<file path="config.mk">
export PLATFORM = sky130hd
export DESIGN_NAME = flash_adc_output_phase_control
export DESIGN_NICKNAME = d
export VERILOG_FILES = /design/src/common/adc_ctl_pkg.sv /design/src/common/word_stream_if.sv /design/src/rtl/flash_adc_output_phase_control.sv /design/src/rtl/code_fifo.sv
export SDC_FILE = /design/constraint.sdc
export NUM_CORES = 1
export LEC_CHECK = 0
export BUFFER_PORTS_ARGS = -buffer_cell sky130_fd_sc_hd__clkbuf_2
export CAP_MARGIN = 30
export CORE_MARGIN = 1.5
export CORE_UTILIZATION = 55
export CTS_BUF_LIST = sky130_fd_sc_hd__clkbuf_8
export CTS_CLUSTER_SIZE = 25
export DETAILED_ROUTE_END_ITERATION = 8
export PLACE_DENSITY = 0.74
export SLEW_MARGIN = 10
export SYNTH_ARGS = -nofsm -noshare
export SYNTH_HDL_FRONTEND = slang
export SYNTH_SLANG_ARGS = --single-unit
export TNS_END_PERCENT = 20
</file>
<file path="constraint.sdc">
create_clock -name clk -period 3.08 [get_ports clk]
set_input_delay 0 -clock clk [delete_from_list [all_inputs] [get_ports clk]]
set_output_delay 0 -clock clk [all_outputs]
set_load 0.1 [all_outputs]
</file>
<file path="src/common/adc_ctl_pkg.sv">
// shared constants for the flash converter output and phase control
`default_nettype none
package adc_ctl_pkg;
  localparam int CODE_W           = 8;
  localparam int FIFO_DEPTH       = 8;
  localparam int CLK_PERIOD_PS    = 8000;
  localparam int SAMPLE_MAX_NS    = 500;
  // longest time rounds down, never below one cycle
  localparam int SAMPLE_MAX_CYC   =
    (SAMPLE_MAX_NS * 1000) / CLK_PERIOD_PS < 1 ? 1 :
    (SAMPLE_MAX_NS * 1000) / CLK_PERIOD_PS;
  localparam int EDGES_TO_RESULT  = 2;
  localparam logic [7:0] CODE_RESET = 8'h00;
  localparam logic       OVF_RESET  = 1'b0;
  typedef enum logic [1:0] {
    PH_IDLE,
    PH_SAMPLE,
    PH_BALANCE
  } phase_t;
endpackage : adc_ctl_pkg
`default_nettype wire

</file>
<file path="src/common/word_stream_if.sv">
// valid/ready stream of conversion words between the core and its fifo
`timescale 1ns/100ps
`default_nettype none
interface word_stream_if #(parameter int W = 9);
  logic         valid;
  logic         ready;
  logic [W-1:0] data;
  modport source (output valid, output data, input ready);
  modport sink   (input valid, input data, output ready);
endinterface : word_stream_if
`default_nettype wire

</file>
<file path="src/rtl/flash_adc_output_phase_control.sv">
// phase selection, conversion pipeline and three-state output control
`timescale 1ns/100ps
`default_nettype none
// Operation
// - the code is eight active-high bits, bit 1 lsb, plus overflow.
// - all outputs enable low floats the data bits and overflow.
// - enabled, data drives unless data disable is high; overflow drives.
// - with phase low, sampling happens while the converter clock is low.
// - with phase low, auto-balance happens while the clock is high.
// - phase high swaps the two periods, complementing the clock.
// - a result shows at the next sample end; samples stay under 500 ns.
module flash_adc_output_phase_control #(
  parameter int CODE_W     = adc_ctl_pkg::CODE_W,
  parameter int FIFO_DEPTH = adc_ctl_pkg::FIFO_DEPTH
) (
  input  wire logic              clk,
  input  wire logic              reset_n,
  input  wire logic              conv_clk,
  input  wire logic              phase_ctl,
  input  wire logic [CODE_W:0]   comparator_code,
  input  wire logic              data_disable_high,
  input  wire logic              all_outputs_enable_n,
  output logic [CODE_W-1:0]      code_out,
  output logic [CODE_W-1:0]      code_oe,
  output logic                   overflow_flag,
  output logic                   overflow_oe,
  output logic                   sampling,
  output logic                   balancing,
  output logic                   sample_too_long
);
  // control pin inputs pass two flops before use; the comparator code is taken direct
  logic [1:0]          clk_s_q;
  logic [1:0]          ph_s_q;
  logic [1:0]          den_s_q;
  logic [1:0]          aen_s_q;
  logic                eff_prev_q;
  logic [CODE_W:0]     stage1_q;
  logic                captured_q;
  logic [CODE_W-1:0]   code_q;
  logic                ovf_q;
  logic [15:0]         samp_cnt_q;
  logic                too_long_q;
  adc_ctl_pkg::phase_t state_q;
  adc_ctl_pkg::phase_t state_d;

  // edge test shared by both directions of the effective clock
  function automatic logic edge_to(input logic was,
                                   input logic cur,
                                   input logic lvl);
    edge_to = (was != cur) && (cur == lvl);
  endfunction : edge_to

  // state test shared by the two phase outputs
  function automatic logic in_state(input adc_ctl_pkg::phase_t s,
                                    input adc_ctl_pkg::phase_t want);
    in_state = (s == want);
  endfunction : in_state

  // clock and phase pins share one delay, so their xor stays aligned
  always_ff @(posedge clk or negedge reset_n) begin
    if (!reset_n) begin
      clk_s_q <= 2'h0;
    end else begin
      clk_s_q <= {clk_s_q[0], conv_clk};
    end
  end

  always_ff @(posedge clk or negedge reset_n) begin
    if (!reset_n) begin
      ph_s_q <= 2'h0;
    end else begin
      ph_s_q <= {ph_s_q[0], phase_ctl};
    end
  end

  // data lines start floated until the enable pins have been seen
  always_ff @(posedge clk or negedge reset_n) begin
    if (!reset_n) begin
      den_s_q <= 2'h3;
    end else begin
      den_s_q <= {den_s_q[0], data_disable_high};
    end
  end

  always_ff @(posedge clk or negedge reset_n) begin
    if (!reset_n) begin
      aen_s_q <= 2'h0;
    end else begin
      aen_s_q <= {aen_s_q[0], all_outputs_enable_n};
    end
  end

  // phase high complements the clock as it enters
  wire eff_clk   = clk_s_q[1] ^ ph_s_q[1];
  wire is_sample = !eff_clk;
  wire is_bal    = eff_clk;
  // edges of the synced level, one cycle pulses
  wire fall_edge = edge_to(eff_prev_q, eff_clk, 1'b0);
  wire rise_edge = edge_to(eff_prev_q, eff_clk, 1'b1);
  // sample ends on the rising edge of the effective clock
  wire samp_end  = rise_edge;

  // last effective level, for edge detection
  always_ff @(posedge clk or negedge reset_n) begin
    if (!reset_n) begin
      eff_prev_q <= 1'b0;
    end else begin
      eff_prev_q <= eff_clk;
    end
  end

  // idle lasts one cycle, then follows whichever phase the pins show
  always_comb begin
    state_d = state_q;
    case (state_q)
      adc_ctl_pkg::PH_IDLE: begin
        state_d = is_sample ? adc_ctl_pkg::PH_SAMPLE : adc_ctl_pkg::PH_BALANCE;
      end
      adc_ctl_pkg::PH_SAMPLE: begin
        if (is_bal) state_d = adc_ctl_pkg::PH_BALANCE;
      end
      adc_ctl_pkg::PH_BALANCE: begin
        if (is_sample) state_d = adc_ctl_pkg::PH_SAMPLE;
      end
      default: state_d = adc_ctl_pkg::PH_IDLE;
    endcase
  end

  always_ff @(posedge clk or negedge reset_n) begin
    if (!reset_n) begin
      state_q <= adc_ctl_pkg::PH_IDLE;
    end else begin
      state_q <= state_d;
    end
  end

  // latch at sample end, hand on at balance end, register at next sample end
  word_stream_if #(.W(CODE_W + 1)) to_fifo ();
  logic             rd_valid;
  logic [CODE_W:0]  rd_data;
  wire              load = samp_end && rd_valid;
  // pushing at balance end leaves the word ready for the next sample end
  assign to_fifo.valid = captured_q && fall_edge;
  assign to_fifo.data  = stage1_q;

  // comparator status held at the end of each sample
  always_ff @(posedge clk or negedge reset_n) begin
    if (!reset_n) begin
      stage1_q   <= '0;
      captured_q <= 1'b0;
    end else if (samp_end) begin
      stage1_q   <= comparator_code;
      captured_q <= 1'b1;
    end
  end

  // pushes and pops alternate, so the fifo never holds more than a word
  code_fifo #(.W(CODE_W + 1), .DEPTH(FIFO_DEPTH)) u_fifo (
    .clk      (clk),
    .reset_n  (reset_n),
    .wr       (to_fifo),
    .rd_ready (samp_end),
    .rd_valid (rd_valid),
    .rd_data  (rd_data)
  );

  // output register changes only on a load, steady otherwise
  always_ff @(posedge clk or negedge reset_n) begin
    if (!reset_n) begin
      code_q <= adc_ctl_pkg::CODE_RESET;
    end else if (load) begin
      code_q <= rd_data[CODE_W-1:0];
    end
  end

  always_ff @(posedge clk or negedge reset_n) begin
    if (!reset_n) begin
      ovf_q <= adc_ctl_pkg::OVF_RESET;
    end else if (load) begin
      ovf_q <= rd_data[CODE_W];
    end
  end

  // droop guard: flag a sample phase longer than the limit
  wire at_limit = samp_cnt_q >= 16'(adc_ctl_pkg::SAMPLE_MAX_CYC);

  // counter saturates at the limit so a long standby never wraps it
  always_ff @(posedge clk or negedge reset_n) begin
    if (!reset_n) begin
      samp_cnt_q <= '0;
    end else if (!is_sample) begin
      samp_cnt_q <= '0;
    end else if (!at_limit) begin
      samp_cnt_q <= samp_cnt_q + 16'h0001;
    end
  end

  // only reset and leaving the sample phase clear the flag
  always_ff @(posedge clk or negedge reset_n) begin
    if (!reset_n) begin
      too_long_q <= 1'b0;
    end else if (!is_sample) begin
      too_long_q <= 1'b0;
    end else if (at_limit) begin
      too_long_q <= 1'b1;
    end
  end

  // the _n enable floats all nine lines when low, not when high
  wire drive_all  = aen_s_q[1];
  wire drive_data = drive_all && !den_s_q[1];

  // phase outputs decode the registered state, so they never glitch
  assign code_out        = code_q;
  assign overflow_flag   = ovf_q;
  assign code_oe         = {CODE_W{drive_data}};
  assign overflow_oe     = drive_all;
  assign sampling        = in_state(state_q, adc_ctl_pkg::PH_SAMPLE);
  assign balancing       = in_state(state_q, adc_ctl_pkg::PH_BALANCE);
  assign sample_too_long = too_long_q;
endmodule : flash_adc_output_phase_control
`default_nettype wire

</file>
<file path="src/rtl/code_fifo.sv">
// parameterised word fifo with valid and ready on both sides
`timescale 1ns/100ps
`default_nettype none
module code_fifo #(
  parameter int W     = 9,
  parameter int DEPTH = 8
) (
  input  wire logic   clk,
  input  wire logic   reset_n,
  word_stream_if.sink wr,
  input  wire logic   rd_ready,
  output logic        rd_valid,
  output logic [W-1:0] rd_data
);
  localparam int AW = $clog2(DEPTH);
  logic [W-1:0] mem [DEPTH];
  logic [AW-1:0] wp_q;
  logic [AW-1:0] rp_q;
  logic [AW:0]   cnt_q;
  wire           full  = (cnt_q == (AW+1)'(DEPTH));
  wire           empty = (cnt_q == '0);
  wire           push  = wr.valid && !full;
  wire           pop   = rd_ready && !empty;

  assign wr.ready = !full;
  assign rd_valid = !empty;
  assign rd_data  = mem[rp_q];

  function automatic logic [AW-1:0] bump(input logic [AW-1:0] p);
    bump = (p == AW'(DEPTH - 1)) ? '0 : p + 1'b1;
  endfunction : bump

  always_ff @(posedge clk) begin
    if (push) begin
      mem[wp_q] <= wr.data;
    end
  end

  always_ff @(posedge clk or negedge reset_n) begin
    if (!reset_n) begin
      wp_q  <= '0;
      rp_q  <= '0;
      cnt_q <= '0;
    end else begin
      if (push) wp_q <= bump(wp_q);
      if (pop) rp_q <= bump(rp_q);
      cnt_q <= cnt_q + (AW+1)'(push) - (AW+1)'(pop);
    end
  end
endmodule : code_fifo
`default_nettype wire

</file>
==> results.toml <==
[run_status]
status = "completed"

[setup_path]
crit_fanout = 17
critical_path.startpoint_type = "register"
crit_path_end_kind = "register"
critPathArrivalTime_ns = 2.61
required_ns = 3.14
critPathKind = "register to register"

[routing]
dr.pass1.iters = 4
ant_nets = 0
wl_per_cell_um = 16.1
drc_errors = 0
vias_per_cell = 5.28
routed_wirelength_mm = 8.85
drt_iter0_drc = 133
dr_total_vias = 2912

[yosys]
synth-warning-count = 0
synth_seq_cells = 129
synth_seq_area_share_pct = 68.6
syn_inst = 351
synth_nets = 379
synth-main-ff-cell = "edfxtp_1"
avgSynthCellArea_um2 = 14.9
async_reset_ff_share_pct = 44.2
syn_area_mm2 = 0.00523
synth_edf_count = 72
ys_types = 50

[cts]
cts_resized = 0
clock_path_buffers = 2
clk_latency_ns = 0.43
cts_num_sinks = 129
h-tree-depth = 4
cts_buffers = 17
cts_root_buf = "clkbuf_8"
cts_tree = "done"
clk_pin_slew_ns = 0.08
cts_hold_buf = 14
postCtsSetupBuffers = 0

[finish]
final_common_cell = "edfxtp_1"
layout_common_cells = "edfxtp_1 (72), dfrtp_1 (54), mux2i_1 (36)"
nets = 437
area_growth_pct = 16.7
layout-drive-gt1-share_pct = 25.4
diodes = 0

[timing]
rsz0062_at_grt = "no"
setup_viol = 0
period_minus_slack_ns = 2.55
slew_headroom_pct = 49.5
fin_crit_sh_pct = 82.8
fmax_mhz = 392
final-hold-violation-count = 0
worstMarginPinSlew_ns = 0.756
hold-worst-slack_ns = 0.0162
slew_viol_final = 0
totalNegativeSetupSlack_ns = 0
skew_ns = 0.00795

[power_and_ir_drop]
intPower_uw = 3550
peakVddDrop_mv = 0.430
p_sw_uw = 2030
powerDensity_mw_per_mm2 = 914
p_leak_uw = 0.00252
power_frac_seq_pct = 43.4
p_comb_share_pct = 29.3
swShare_pct = 36.4
p_clk_share_pct = 27.3

[placed_design]
hpwl_mm = 5.92
place.gp.congestion = 0.753
portBuffers = 35

[grt]
grt_use_total_pct = 19.8
grt_pass1_wl_mm = 14.7
grt_pass1_vias = 2856
grt.overflow.total = 0
grt_max_degree = 30
antenna_found_initial = 0

[floorplanning]
start_util_pct = 56.6
dieHeight_um = 101
dieArea_mm2 = 0.0101
num_rows = 35
die_w_um = 101
core_region_area_mm2 = 0.00924
io_pins = 36

[job]
cap_viol_max_count = 0

[hold_path]
hold_path.class = "primary input to asynchronous set/reset pin"
-- synthesized netlist by cell type (4+ instances only) --
cell type	count	area share (%)
buf_4	8	1.1
inv_1	18	1.3
nor2b_1	5	0.60
a22oi_1	18	2.6
clkbuf_1	4	0.29
o21ai_0	13	1.2
buf_2	4	0.38
nor3_1	5	0.48
edfxtp_1	72	41
nor2_2	4	0.48
a21oi_1	7	0.67
nand3_1	11	1.1
nand2_1	11	0.79
nor2_1	8	0.57
ha_1	12	2.9
dfrtp_1	55	26
mux2i_1	36	6.9
and2_1	9	1.1
mux2_2	12	2.6
-- power by group through the flow --
stage               Sequential (µW)  Clock [µW]  Combinational, µW
CTS                            2430        1550               1650
floorplan                      2760           0                937
finish                         2420        1520               1640
detailed placement             2460           0               1630
global placement               2450           0               1590
global route                   2470        1630               1790
-- final timing paths --
kind | to | cells after the start | start | slack, ns
max reg2reg | u_fifo.mem[1][2] | 6 | ph_s_q[1] | 0.53
min in group clk | den_s_q[0] | 2 | data_disable_high | 0.21
min reg2reg | aen_s_q[1] | 0 | aen_s_q[0] | 0.35
max | u_fifo.mem[1][2] | 6 | ph_s_q[1] | 0.53
max in group asynchronous | eff_prev_q | 4 | reset_n | 2.29
min | u_fifo.rp_q[0] | 2 | reset_n | 0.02
-- sequential cells by signal, summed over array words and instances, names as in the netlist --
signal and flops:
clk_s_q 2, captured_q 1, u_fifo.rp_q 3, overflow_flag 1, code_out 8, aen_s_q 2, samp_cnt_q 16, den_s_q 2
state_q 2, u_fifo.cnt_q 4, ph_s_q 2, stage1_q 9, sample_too_long 1, eff_prev_q 1, u_fifo.wp_q 3, u_fifo.mem 72
-- area by class of cell --
class / count / area [µm²]
Tap cell: 129 / 161
Sequential cell: 129 / 3590
Multi-Input combinational cell: 183 / 1450
Clock buffer: 17 / 234
Inverter: 20 / 82.6
Timing Repair Buffer: 58 / 395
Clock inverter: 15 / 191
Fill cell: 644 / 3130
-- stage by stage --
stage	cell area (µm²)	std cells	power [µW]	setup WS (ns)	util [%]
after global routing	6110	551	5890	0.323	66.1
after CTS	6110	551	5630	0.480	66.1
after detailed placement	5540	505	4090	0.501	60.0
after floorplan	5230	351	3700	0.448	-
final	6110	551	5580	0.528	66.1
after global placement	5520	504	4040	0.567	59.8
-- worst max-delay path: stages, from the launching register on --
cell	delay, ns
dfrtp_1	0.43
xnor2_4	0.44
inv_4	0.12
or3_4	0.49
inv_6	0.09
nand2_4	0.07
nor3_2	0.53
-- cells by family after synthesis --
logic type	count (synthesis)	share of synthesized area (%)
compound gates	49	6.38
fa+ha+maj	13	3.25
xor+xnor	3	0.861
buf+inv	39	3.75
flops	129	68.6
simple gates	70	7.65
mux	48	9.47
-- routing by layer --
metal	up-vias	share of wire [%]	GRT usage, %
met3	14	4.0	5.20
li1	1400	-	-
met4	0	1.5	6.93
met2	69	47	30.0
met5	-	0	0
met1	1429	48	27.9
Note: power is estimated with default switching activity, not from simulation.
